[src/rtl/lamp_pkg.sv]
// Package with register map, field layouts, timing counts and carrier types.
`default_nettype none
package lamp_pkg;

  ////////////////////////////////////////////////////////////////////////////
  localparam int unsigned ADDR_W = 8;
  localparam int unsigned DATA_W = 32;
  localparam logic [ADDR_W-1:0] OFF_CTRL     = 8'h00;
  localparam logic [ADDR_W-1:0] OFF_STATUS   = 8'h04;
  localparam logic [ADDR_W-1:0] OFF_IRQ_STAT = 8'h08;
  localparam logic [ADDR_W-1:0] OFF_IRQ_MASK = 8'h0C;

  ////////////////////////////////////////////////////////////////////////////
  localparam int unsigned CTRL_RI_EN_BIT = 0;
  localparam int unsigned CTRL_WL_EN_BIT = 1;
  localparam int unsigned CTRL_PING_BIT  = 2;
  localparam logic        CTRL_RI_EN_RST = 1'b0;
  localparam logic        CTRL_WL_EN_RST = 1'b0;

  localparam int unsigned STAT_LAMP_W    = 8;
  localparam int unsigned STAT_TEST_BIT  = 8;
  localparam int unsigned STAT_PING_BIT  = 9;
  localparam int unsigned STAT_SAFE_BIT  = 10;
  localparam int unsigned STAT_PAD_W     = 21;

  localparam int unsigned IRQ_N          = 4;
  localparam int unsigned IRQ_PING_DONE  = 0;
  localparam int unsigned IRQ_TEST_DONE  = 1;
  localparam int unsigned IRQ_CONTAM_ERR = 2;
  localparam int unsigned IRQ_PROTECT    = 3;
  localparam logic [IRQ_N-1:0] IRQ_RST   = 4'h0;

  ////////////////////////////////////////////////////////////////////////////
  localparam longint CLK_HZ        = 200_000_000;
  localparam longint TEST_TIME_MS  = 4000;
  localparam longint PING_TIME_MS  = 30000;
  localparam longint FLASH_HALF_MS = 250;
  localparam int unsigned CYC_W    = 33;
  localparam logic [CYC_W-1:0] TEST_CYC_DEF =
    CYC_W'(CLK_HZ * TEST_TIME_MS / 1000);
  localparam logic [CYC_W-1:0] PING_CYC_DEF =
    CYC_W'(CLK_HZ * PING_TIME_MS / 1000);
  localparam logic [CYC_W-1:0] FLASH_CYC_DEF =
    CYC_W'(CLK_HZ * FLASH_HALF_MS / 1000);

  ////////////////////////////////////////////////////////////////////////////
  typedef struct packed {
    logic protect;
    logic warn_a;
    logic warn_b;
  } field_set_type;

  typedef struct packed {
    logic eval_release;
    logic fault;
    logic ri_locked;
    logic peer_connected;
    logic contam_warn;
    logic contam_err;
  } sensor_status_type;

  typedef struct packed {
    logic l1_red;
    logic l1_green;
    logic l2_yellow;
    logic l3_blue;
    logic l4_blue;
    logic l4_green;
    logic l5_yellow;
    logic l5_green;
  } lamp_drive_type;

  localparam lamp_drive_type LAMPS_TEST = 8'hB5;

endpackage
`default_nettype wire

[src/rtl/lamp_timer.sv]
// Down-counting interval timer with busy level and done pulse.
`default_nettype none
module lamp_timer (
  // Clock and reset.
  input  wire logic                       i_clk,
  input  wire logic                       i_rst_b,
  // Control.
  input  wire logic                       i_start,
  input  wire logic [lamp_pkg::CYC_W-1:0] i_count,
  // Status.
  output var  logic                       o_busy,
  output var  logic                       o_done
);
  import lamp_pkg::*;

  logic [CYC_W-1:0] cnt_reg;

  ////////////////////////////////////////////////////////////////////////////
  always_ff @(posedge i_clk or negedge i_rst_b) begin
    if (!i_rst_b) begin
      cnt_reg <= '0;
      o_busy  <= 1'b0;
      o_done  <= 1'b0;
    end else if (i_start) begin
      cnt_reg <= i_count;
      o_busy  <= (i_count != '0);
      o_done  <= 1'b0;
    end else if (cnt_reg != '0) begin
      cnt_reg <= cnt_reg - CYC_W'(1);
      o_busy  <= (cnt_reg != CYC_W'(1));
      o_done  <= (cnt_reg == CYC_W'(1));
    end else begin
      o_done  <= 1'b0;
    end
  end

endmodule // lamp_timer
`default_nettype wire

[src/rtl/status_lamp_indicator.sv]
// Front-panel status lamp driver with lamp test, locate timer and APB slave.
//
// Operation
// - Five lamps are driven separately, each with its own colour set.
// - A field set brings one protective and two warning occupancy flags.
// - One safety output pair is driven and selects the first lamp colour.
// - Second lamp dark if interlock disabled, or enabled and releasing.
// - Second lamp steady when blocked and ready, flashes if field occupied.
// - Third lamp off when neither warning field is occupied.
// - Third lamp steady when exactly one warning field is occupied.
// - Third lamp flashes when both warning fields are occupied.
// - Fourth lamp off, steady blue, or flashing blue with a connected peer.
// - A locate request flashes lamps four and five green for 30 seconds.
// - Fifth lamp off without contamination warning or error.
// - Contamination warning flashes fifth lamp yellow, outputs stay on.
// - Contamination error lights fifth lamp yellow, outputs switch off.
// - After power-up all five lamps light together for 4 seconds.
`default_nettype none
module status_lamp_indicator #(
  parameter logic [lamp_pkg::CYC_W-1:0] TEST_CYC  = lamp_pkg::TEST_CYC_DEF,
  parameter logic [lamp_pkg::CYC_W-1:0] PING_CYC  = lamp_pkg::PING_CYC_DEF,
  parameter logic [lamp_pkg::CYC_W-1:0] FLASH_CYC = lamp_pkg::FLASH_CYC_DEF
) (
  // Clock and reset.
  input  wire logic                        i_clk,
  input  wire logic                        i_rst_b,
  // APB slave.
  input  wire logic                        i_psel,
  input  wire logic                        i_penable,
  input  wire logic                        i_pwrite,
  input  wire logic [lamp_pkg::ADDR_W-1:0] i_paddr,
  input  wire logic [lamp_pkg::DATA_W-1:0] i_pwdata,
  output var  logic [lamp_pkg::DATA_W-1:0] o_prdata,
  output var  logic                        o_pready,
  output var  logic                        o_pslverr,
  // Sensor evaluation state.
  input  wire lamp_pkg::field_set_type     i_fields,
  input  wire lamp_pkg::sensor_status_type i_sensor,
  // Lamps, safety output pair and interrupt.
  output var  lamp_pkg::lamp_drive_type    o_lamps,
  output var  logic                        o_safety_output_pair,
  output var  logic                        o_irq
);
  import lamp_pkg::*;

  typedef enum logic [1:0] {
    ST_TEST = 2'b01,
    ST_RUN  = 2'b10
  } phase_type;

  phase_type        phase_reg;
  logic             kick_reg;
  logic             test_busy;
  logic             test_done;
  logic             ping_busy;
  logic             ping_done;
  logic             ping_start;
  logic [CYC_W-1:0] flash_cnt_reg;
  logic             flash_reg;
  logic             ri_en_reg;
  logic             wl_en_reg;
  logic [IRQ_N-1:0] irq_stat_reg;
  logic [IRQ_N-1:0] irq_mask_reg;
  logic [IRQ_N-1:0] irq_event;
  logic             contam_d_reg;
  logic             protect_d_reg;
  logic             setup;
  logic             wr_acc;
  logic             known;
  logic [DATA_W-1:0] rdata_next;
  lamp_drive_type   lamp_next;
  logic             safety_next;

  function automatic logic reg_hit(input logic [ADDR_W-1:0] a,
                                   input logic [ADDR_W-1:0] off);
    return a == off;
  endfunction

  ////////////////////////////////////////////////////////////////////////////
  // Power-up lamp test phase.
  always_ff @(posedge i_clk or negedge i_rst_b) begin
    if (!i_rst_b) begin
      kick_reg  <= 1'b1;
      phase_reg <= ST_TEST;
    end else begin
      kick_reg <= 1'b0;
      case (phase_reg)
        ST_TEST: begin
          if (test_done) begin
            phase_reg <= ST_RUN;
          end
        end
        ST_RUN: begin
          phase_reg <= ST_RUN;
        end
        default: begin
          phase_reg <= ST_TEST;
        end
      endcase
    end
  end

  lamp_timer u_test_timer (
    .i_clk   (i_clk),
    .i_rst_b (i_rst_b),
    .i_start (kick_reg),
    .i_count (TEST_CYC),
    .o_busy  (test_busy),
    .o_done  (test_done)
  );

  lamp_timer u_ping_timer (
    .i_clk   (i_clk),
    .i_rst_b (i_rst_b),
    .i_start (ping_start),
    .i_count (PING_CYC),
    .o_busy  (ping_busy),
    .o_done  (ping_done)
  );

  ////////////////////////////////////////////////////////////////////////////
  // Flash rate divider.
  always_ff @(posedge i_clk or negedge i_rst_b) begin
    if (!i_rst_b) begin
      flash_cnt_reg <= '0;
      flash_reg     <= 1'b0;
    end else if (flash_cnt_reg == '0) begin
      flash_cnt_reg <= FLASH_CYC - CYC_W'(1);
      flash_reg     <= ~flash_reg;
    end else begin
      flash_cnt_reg <= flash_cnt_reg - CYC_W'(1);
    end
  end

  ////////////////////////////////////////////////////////////////////////////
  // Lamp and safety output decoding.
  always_comb begin
    lamp_next   = '0;
    safety_next = 1'b0;
    case (phase_reg)
      ST_TEST: begin
        lamp_next = LAMPS_TEST;
      end
      ST_RUN: begin
        safety_next = i_sensor.eval_release & ~i_sensor.contam_err;
        if (i_sensor.fault) begin
          lamp_next.l1_red = flash_reg;
        end else if (safety_next) begin
          lamp_next.l1_green = 1'b1;
        end else begin
          lamp_next.l1_red = 1'b1;
        end
        if (ri_en_reg) begin
          if (i_fields.protect) begin
            lamp_next.l2_yellow = flash_reg;
          end else begin
            lamp_next.l2_yellow = i_sensor.ri_locked;
          end
        end
        if (i_fields.warn_a & i_fields.warn_b) begin
          lamp_next.l3_blue = flash_reg;
        end else begin
          lamp_next.l3_blue = i_fields.warn_a | i_fields.warn_b;
        end
        if (ping_busy) begin
          lamp_next.l4_green = flash_reg;
          lamp_next.l5_green = flash_reg;
        end else begin
          if (wl_en_reg) begin
            lamp_next.l4_blue = i_sensor.peer_connected ? flash_reg
                                                        : 1'b1;
          end
          if (i_sensor.contam_err) begin
            lamp_next.l5_yellow = 1'b1;
          end else if (i_sensor.contam_warn) begin
            lamp_next.l5_yellow = flash_reg;
          end
        end
      end
      default: begin
        lamp_next = '0;
      end
    endcase
  end

  always_ff @(posedge i_clk or negedge i_rst_b) begin
    if (!i_rst_b) begin
      o_lamps              <= '0;
      o_safety_output_pair <= 1'b0;
    end else begin
      o_lamps              <= lamp_next;
      o_safety_output_pair <= safety_next;
    end
  end

  ////////////////////////////////////////////////////////////////////////////
  // APB slave with one wait-free access phase.
  assign setup  = i_psel & ~i_penable;
  assign wr_acc = i_psel & i_penable & o_pready & i_pwrite;
  assign known  = reg_hit(i_paddr, OFF_CTRL) | reg_hit(i_paddr, OFF_STATUS) |
                  reg_hit(i_paddr, OFF_IRQ_STAT) |
                  reg_hit(i_paddr, OFF_IRQ_MASK);
  assign ping_start = wr_acc & reg_hit(i_paddr, OFF_CTRL) &
                      i_pwdata[CTRL_PING_BIT];

  always_comb begin
    rdata_next = '0;
    if (reg_hit(i_paddr, OFF_CTRL)) begin
      rdata_next[CTRL_RI_EN_BIT] = ri_en_reg;
      rdata_next[CTRL_WL_EN_BIT] = wl_en_reg;
    end else if (reg_hit(i_paddr, OFF_STATUS)) begin
      rdata_next = {STAT_PAD_W'(0), o_safety_output_pair, ping_busy,
                    (phase_reg == ST_TEST), o_lamps};
    end else if (reg_hit(i_paddr, OFF_IRQ_STAT)) begin
      rdata_next[IRQ_N-1:0] = irq_stat_reg;
    end else if (reg_hit(i_paddr, OFF_IRQ_MASK)) begin
      rdata_next[IRQ_N-1:0] = irq_mask_reg;
    end
  end

  always_ff @(posedge i_clk or negedge i_rst_b) begin
    if (!i_rst_b) begin
      o_pready  <= 1'b0;
      o_pslverr <= 1'b0;
      o_prdata  <= '0;
    end else begin
      o_pready <= setup;
      if (setup) begin
        o_pslverr <= ~known;
        o_prdata  <= i_pwrite ? '0 : rdata_next;
      end
    end
  end

  always_ff @(posedge i_clk or negedge i_rst_b) begin
    if (!i_rst_b) begin
      ri_en_reg    <= CTRL_RI_EN_RST;
      wl_en_reg    <= CTRL_WL_EN_RST;
      irq_mask_reg <= IRQ_RST;
    end else if (wr_acc) begin
      if (reg_hit(i_paddr, OFF_CTRL)) begin
        ri_en_reg <= i_pwdata[CTRL_RI_EN_BIT];
        wl_en_reg <= i_pwdata[CTRL_WL_EN_BIT];
      end
      if (reg_hit(i_paddr, OFF_IRQ_MASK)) begin
        irq_mask_reg <= i_pwdata[IRQ_N-1:0];
      end
    end
  end

  ////////////////////////////////////////////////////////////////////////////
  // Sticky interrupt status, write one to clear, set wins.
  always_ff @(posedge i_clk or negedge i_rst_b) begin
    if (!i_rst_b) begin
      contam_d_reg  <= 1'b0;
      protect_d_reg <= 1'b0;
      o_irq         <= 1'b0;
    end else begin
      contam_d_reg  <= i_sensor.contam_err;
      protect_d_reg <= i_fields.protect;
      o_irq         <= |(irq_stat_reg & irq_mask_reg);
    end
  end

  assign irq_event[IRQ_PING_DONE]  = ping_done;
  assign irq_event[IRQ_TEST_DONE]  = test_done;
  assign irq_event[IRQ_CONTAM_ERR] = i_sensor.contam_err & ~contam_d_reg;
  assign irq_event[IRQ_PROTECT]    = i_fields.protect & ~protect_d_reg;

  for (genvar g = 0; g < IRQ_N; g++) begin : g_irq
    always_ff @(posedge i_clk or negedge i_rst_b) begin
      if (!i_rst_b) begin
        irq_stat_reg[g] <= 1'b0;
      end else begin
        irq_stat_reg[g] <= irq_event[g] | (irq_stat_reg[g] &
          ~(wr_acc & reg_hit(i_paddr, OFF_IRQ_STAT) & i_pwdata[g]));
      end
    end
  end

  ////////////////////////////////////////////////////////////////////////////
  // Assertions.
  property p_test_lamps;
    @(posedge i_clk) disable iff (!i_rst_b)
      (phase_reg == ST_TEST)
      |=> (o_lamps == LAMPS_TEST) && !o_safety_output_pair;
  endproperty
  a_test_lamps: assert property (p_test_lamps)
    else $error("Lamp test pattern wrong.");

  property p_test_hold;
    @(posedge i_clk) disable iff (!i_rst_b)
      test_busy |-> (phase_reg == ST_TEST);
  endproperty
  a_test_hold: assert property (p_test_hold)
    else $error("Lamp test ended before its timer.");

  property p_err_off;
    @(posedge i_clk) disable iff (!i_rst_b)
      i_sensor.contam_err |=> !o_safety_output_pair;
  endproperty
  a_err_off: assert property (p_err_off)
    else $error("Safety outputs on during contamination error.");

  property p_l5_err;
    @(posedge i_clk) disable iff (!i_rst_b)
      (phase_reg == ST_RUN) && !ping_busy && i_sensor.contam_err
      |=> o_lamps.l5_yellow && !o_lamps.l5_green;
  endproperty
  a_l5_err: assert property (p_l5_err)
    else $error("Fifth lamp not steady yellow on error.");

  property p_l3_off;
    @(posedge i_clk) disable iff (!i_rst_b)
      (phase_reg == ST_RUN) && !i_fields.warn_a && !i_fields.warn_b
      |=> !o_lamps.l3_blue;
  endproperty
  a_l3_off: assert property (p_l3_off)
    else $error("Third lamp lit with warning fields empty.");

  property p_l3_one;
    @(posedge i_clk) disable iff (!i_rst_b)
      (phase_reg == ST_RUN) && (i_fields.warn_a ^ i_fields.warn_b)
      |=> o_lamps.l3_blue;
  endproperty
  a_l3_one: assert property (p_l3_one)
    else $error("Third lamp not steady with one warning field.");

  property p_l3_both;
    @(posedge i_clk) disable iff (!i_rst_b)
      (phase_reg == ST_RUN) && i_fields.warn_a && i_fields.warn_b
      |=> o_lamps.l3_blue == $past(flash_reg);
  endproperty
  a_l3_both: assert property (p_l3_both)
    else $error("Third lamp not flashing with both warning fields.");

  property p_l2_off;
    @(posedge i_clk) disable iff (!i_rst_b)
      (phase_reg == ST_RUN) && !ri_en_reg |=> !o_lamps.l2_yellow;
  endproperty
  a_l2_off: assert property (p_l2_off)
    else $error("Second lamp lit with interlock disabled.");

  property p_l2_flash;
    @(posedge i_clk) disable iff (!i_rst_b)
      (phase_reg == ST_RUN) && ri_en_reg && i_fields.protect
      |=> o_lamps.l2_yellow == $past(flash_reg);
  endproperty
  a_l2_flash: assert property (p_l2_flash)
    else $error("Second lamp not flashing with protective field occupied.");

  property p_ping_len;
    @(posedge i_clk) disable iff (!i_rst_b)
      ping_start |=> ping_busy [*8];
  endproperty
  a_ping_len: assert property (p_ping_len)
    else $error("Locate timer ended early.");

  property p_l4_off;
    @(posedge i_clk) disable iff (!i_rst_b)
      (phase_reg == ST_RUN) && !ping_busy && !wl_en_reg
      |=> !o_lamps.l4_blue && !o_lamps.l4_green;
  endproperty
  a_l4_off: assert property (p_l4_off)
    else $error("Fourth lamp lit with wireless link disabled.");

  property p_l1_green;
    @(posedge i_clk) disable iff (!i_rst_b)
      (phase_reg == ST_RUN) && !i_sensor.fault
      |=> o_lamps.l1_green == o_safety_output_pair;
  endproperty
  a_l1_green: assert property (p_l1_green)
    else $error("First lamp green does not follow safety outputs.");

endmodule // status_lamp_indicator
`default_nettype wire

[config.mk]
export PLATFORM = sky130hd
export DESIGN_NAME = status_lamp_indicator
export DESIGN_NICKNAME = d
export VERILOG_FILES = /design/src/rtl/lamp_pkg.sv /design/src/rtl/lamp_timer.sv /design/src/rtl/status_lamp_indicator.sv
export SDC_FILE = /design/constraint.sdc
export NUM_CORES = 1
export LEC_CHECK = 0
export BUFFER_PORTS_ARGS = -buffer_cell sky130_fd_sc_hd__buf_2
export CELL_PAD_IN_SITES_DETAIL_PLACEMENT = 0
export CELL_PAD_IN_SITES_GLOBAL_PLACEMENT = 1
export CORE_ASPECT_RATIO = 2
export CORE_MARGIN = 2
export CORE_UTILIZATION = 45
export DETAILED_ROUTE_END_ITERATION = 8
export MAX_ROUTING_LAYER = met4
export PLACE_DENSITY_LB_ADDON = 0.2
export SYNTH_ARGS = -nofsm -noshare
export SYNTH_HDL_FRONTEND = slang
export SYNTH_SLANG_ARGS = --single-unit
[constraint.sdc]
create_clock -name i_clk -period 2.9 [get_ports i_clk]
set_input_delay 0.29 -clock i_clk [delete_from_list [all_inputs] [get_ports i_clk]]
set_output_delay 0.29 -clock i_clk [all_outputs]
set_load 0.1 [all_outputs]
**Word-level counts from Yosys, hierarchy flattened**

Cells that the tools add are included.
W data, S select, Z words.

- Register bits after elaboration: 162
- Bits of input ports: 54

- Add/sub/neg operators: 3
- Eq/ne operators: 9
- Muxes and demuxes: 36
- Bitwise gates (word level): 38
- Reduce and logical (&&, ||, !) cells: 9

Operator list:

| operator | count |
|---|---|
| $mux W33 | 5 |
| $sub A33 B1 Y33 const B | 3 |
| $eq A33 B1 Y1 const B | 2 |
| $reduce_bool A33 Y1 | 2 |
| $logic_not A33 Y1 | 1 |
| $ne A33 B1 Y1 const B | 1 |
| $mux W32 | 1 |
| $mux W30 | 1 |
| $mux W1 | 21 |
| $and A1 B1 Y1 | 19 |
| $eq A8 B4 Y1 const B | 2 |
| $pmux W8 S2 | 1 |
| $mux W4 | 3 |
| $not A1 Y1 | 10 |
| $eq A8 B3 Y1 const B | 1 |
| $logic_not A8 Y1 | 1 |
| $or A1 B1 Y1 | 8 |
| $mux W7 | 1 |
| $and A4 B4 Y4 | 1 |
| $mux W2 | 2 |
| $pmux W2 S2 | 1 |
| $reduce_and A2 Y1 | 2 |
| $reduce_bool A2 Y1 | 2 |
| $reduce_or A4 Y1 | 1 |
| other kinds (3) | 3 |

**Logic depth before layout (Yosys ltp)**

- Depth in word-level cells: 8
- Depth in mapped cells: 9
- Mapped depth without buffers: 7

**Hierarchy**

From an unflattened synthesis, not the netlist that was laid out.

- Cells, all modules: 805
- Area total of the unflattened synthesis: 7848.8 um^2

By module, submodules not included:

| module | times used | cells each | area each (um^2) |
|---|---|---|---|
| lamp_timer | 2 | 242 | 2179.6 |
| status_lamp_indicator | 1 | 321 | 3489.6 |

**Worst setup path after synthesis**

OpenSTA, ideal clock, no wires.

- Kind: reg2reg
- Start: register u_test_timer.cnt_reg[0]
- End: register u_test_timer.cnt_reg[18]
- Library setup time: 0.132 ns
- Data arrival time: 2.515 ns
- Required time: 2.768 ns
- Slack: 0.253 ns
- Cell stages (with the launch flop): 9
- Buffers on the path: 1
- Clock period less this slack: 2.647 ns
- Cells stage by stage: dfrtp_1 > inv_1 > ha_1 > or4b_2 > nor4_1 > clkbuf_1 > nand2_1 > o21ai_0 > or3b_1

- Word-level cells in the longest chain between the ends: 3

RTL lines:

| element | RTL line | RTL |
|---|---|---|
| start, declared | lamp_timer.sv:16 | `logic [CYC_W-1:0] cnt_reg;` |
| start signal, assigned | lamp_timer.sv:25 | `cnt_reg <= i_count;` |
| start signal, assigned | lamp_timer.sv:29 | `cnt_reg <= cnt_reg - CYC_W'(1);` |
| $sub A33 B1 Y33 | lamp_timer.sv:29 |  |
| $mux W33 | lamp_timer.sv:28 | `end else if (cnt_reg != '0) begin` |
| $mux W33 | lamp_timer.sv:24 | `end else if (i_start) begin` |

Parallel ways exist; a longest one is shown, timed or not. The select of a mux whose other input is x is not followed.
A chain may end at the register's enable or synchronous reset.

**Final worst setup path**

- Start: register flash_cnt_reg[3]
- End: register flash_reg

- Word-level cells in the longest chain between the ends: 1

RTL lines:

| element | RTL line | RTL |
|---|---|---|
| start, declared | status_lamp_indicator.sv:58 | `logic [CYC_W-1:0] flash_cnt_reg;` |
| start signal, assigned | status_lamp_indicator.sv:128 | `flash_cnt_reg <= FLASH_CYC - CYC_W'(1);` |
| start signal, assigned | status_lamp_indicator.sv:131 | `flash_cnt_reg <= flash_cnt_reg - CYC_W'(1);` |
| $logic_not A33 Y1 | status_lamp_indicator.sv:127 | `end else if (flash_cnt_reg == '0) begin` |
| end signal, assigned | status_lamp_indicator.sv:129 | `flash_reg <= ~flash_reg;` |
| end, declared | status_lamp_indicator.sv:59 | `logic flash_reg;` |

Every way passes these cells.

==> out/qor.yml <==
power_frac_clock_pct: 44.6
fin_nets: 842
drt-pass1-iter-count: 4
synth_commonest_cells: "138 x dfrtp_1, 73 x nor2_1, 48 x nand2_1"
cp.depth: 6
postRouteAntennaNets: 0
syn_area_per_cell_um2: 9.983
yosys-top-cells-area: "dfrtp_1 49%, nor2_1 3.8%, xnor2_1 3.1%"
avgViaCountPerCell: 5.529
grt_pass1_wl_um: 26050
clock_latency_ns: 0.42
hp-class: "in2reg"
track_usage_pct: 19.56
grtUsageMet2_pct: 30.67
finalSetupTns_ns: 0
post-route-period-util_pct: 93.37
clockBufferDepth: 2
slew_headroom_pct: 52.95
multiInputGateArea_um2: 3338
p_seq_share_pct: 44.0
outcome: "complete, no violations"
synth_cells: 713
ctsResizeCount: 0
wl_per_cell_um: 15.21
antenna_cells: 0
ys_seq_area_share_pct: 49.25
r2r_slack_ns: 0.19
worstSetupStartpoint: "flash_cnt_reg[3]$_DFF_PN0_"
start_util_pct: 45.58
rows: 65
hold_viol: 0
crit_top_cell: "or4_1"
layout_min_cycle_time_ns: 2.708
post_cts_buffers: 0
synth.largest_area_cell: "dfrtp_1"
drc: 0
setup_violations: 0
met3_usage_pct: 3.693
arrival_ns: 3.05
reg2reg_depth: 6
hpwlAfterDp_um: 10510
power-per-cell-area_nw_per_um2: 589.0
syn-cell-area_um2: 7118
p_sw_mw: 1.354
path_buf_inv: 1
layout-drive-gt1-share_pct: 18.01
rsz0062_at_grt: "no"
leakagePower_nw: 3.301
busiest_layer: "met2"
grt_pass1_vias: 5481
swShare_pct: 27.95
synth.most_common_cell: "dfrtp_1"
totalWireLength_um: 15140
drv_cap: 0
clk_pin_slew_worst_paths_ns: 0.06
skew_ns: 0.006586
die_area_um2: 16900
grt_overflow_total: 0
tightest_slew_ns: 0.7036
die_y_um: 181.9
grt_max_degree: 62
crit_required_ns: 3.24
place_inst: 962
vias: 5501
cts_buffers: 17
crit_fanout: 12
cts_tree: "built"
ys.flop_type: "dfrtp_1"
critPathKind: "reg2reg"
crit_end: "flash_reg$_DFFE_PN0P_"
place_congestion: 0.8016
dr.first_iter.drc_count: 273
critPathCaptureType: "flop"
seq_area_um2: 3506
critPathSlowestCell: "or4_1"
final_cells: 995
ys_warn_count: 0
r2r_start: "flash_cnt_reg[3]$_DFF_PN0_"
core_region_area_um2: 15620
combPwrFrac_pct: 11.5
h-tree-depth: 4
p_int_mw: 3.491
cts_hold_buf: 1
maxSlewViolCount: 0
crit_chain: "or4_1, or4_1, nor4_2, and2_1, buf_4, xnor2_1"
fmax_mhz: 369.3
root_buffer: "clkbuf_16"
synth.distinct_cells: 64
crit_family: "simple AND/OR/NAND/NOR gates"
cp-start-kind: "flop"
portBuffers: 48
final.fill_count: 1434
ir_drop_v: 0.0003642
grt_util_met1_pct: 25.10
synth_edf_count: 0
synth_seq_cells: 140
antenna_found_initial: 0
synth_top_area_share_pct: 48.51
async_reset_ff_share_pct: 100.0
dieWidth_um: 92.93
max_stage_delay_ns: 0.73
ios: 98
worstReg2RegEnd: "flash_reg$_DFFE_PN0P_"
clkSinkCount: 140
area_growth_syn_to_layout_pct: 15.56
[power by group through the flow]
stage / Clock [mW] / Combinational [mW] / Sequential, mW
floorplan: 0 / 0.413 / 2.15
global placement: 0 / 0.550 / 2.16
detailed placement: 0 / 0.557 / 2.16
CTS: 2.22 / 0.561 / 2.13
global route: 2.31 / 0.616 / 2.14
finish: 2.16 / 0.555 / 2.13
[cell usage in the layout, fill, tap and decap left out, drive strengths merged, types with 9 or more instances in the layout]
| master | instances |
|---|---|
| mux2 | 11 |
| or2 | 9 |
| buf | 75 |
| nand4 | 10 |
| o21ai | 26 |
| a22o | 10 |
| nor4 | 27 |
| o31ai | 11 |
| xor2 | 18 |
| a21oi | 29 |
| clkbuf | 17 |
| or4 | 31 |
| conb | 22 |
| nor3 | 24 |
| xnor2 | 25 |
| dfrtp | 138 |
| nand3 | 23 |
| or3 | 33 |
| inv | 21 |
| nor2 | 73 |
| nand2 | 48 |
[layout make-up]
class	count	area share (%)
clock buffers	17	5.172
inverters	18	0.8214
repair buffers	76	5.735
clock inverters	15	2.008
well taps	201	3.057
flip-flops and latches	140	42.62
multi-input cells	528	40.58
[logic make-up (layout without fill, tap and decap cells)]
logic type               count (synthesis)  in the layout  share of synthesized area (%)
multiplexers                            16             16                          2.443
AO/OA/AOI/OAI                          125            125                          12.04
XOR/XNOR                                43             43                          5.291
adder cells (fa/ha/maj)                  7              7                          1.230
other                                    1             22                        0.05268
buffers and inverters                   66            126                          5.027
AND/OR/NAND/NOR                        315            315                          24.66
flip-flops                             140            140                          49.25
[stage by stage]
stage          hold WS (ns)  total power, mW  instance area (um^2)  util, %  worst slack [ns]
5_1_grt             0.01596            5.073                  8225    52.68       0.000004441
3_5_place_dp         0.3217            2.721                  7625    48.83            0.2280
6_report            0.03377            4.845                  8225    52.68            0.1922
4_1_cts             0.01443            4.911                  8225    52.68            0.2020
3_3_place_gp         0.3210            2.712                  7625    48.83            0.2391
2_1_floorplan     -0.005591            2.567                  7197        -            0.2530
[worst min path at each step]
stage | start | endpoint | slack, ns | cells past startpoint
after detailed placement | i_rst_b | u_ping_timer.cnt_reg[8]$_DFFE_PN0P_ | 0.32 | 1
after floorplan | i_rst_b | contam_d_reg$_DFF_PN0_ | -0.006 | 0
after global placement | i_rst_b | u_ping_timer.cnt_reg[8]$_DFFE_PN0P_ | 0.32 | 1
after global routing | i_fields[2] | protect_d_reg$_DFF_PN0_ | 0.02 | 1
after CTS | i_fields[2] | protect_d_reg$_DFF_PN0_ | 0.01 | 1
final | i_fields[2] | protect_d_reg$_DFF_PN0_ | 0.03 | 1
[metal layers]
layer,vias up,share of wire (%)
met5,-,0
met3,16,3.9
met2,102,48
met1,2682,47
met4,0,1.5
li1,2701,-
No activity file was read; power rests on OpenSTA's default activity.
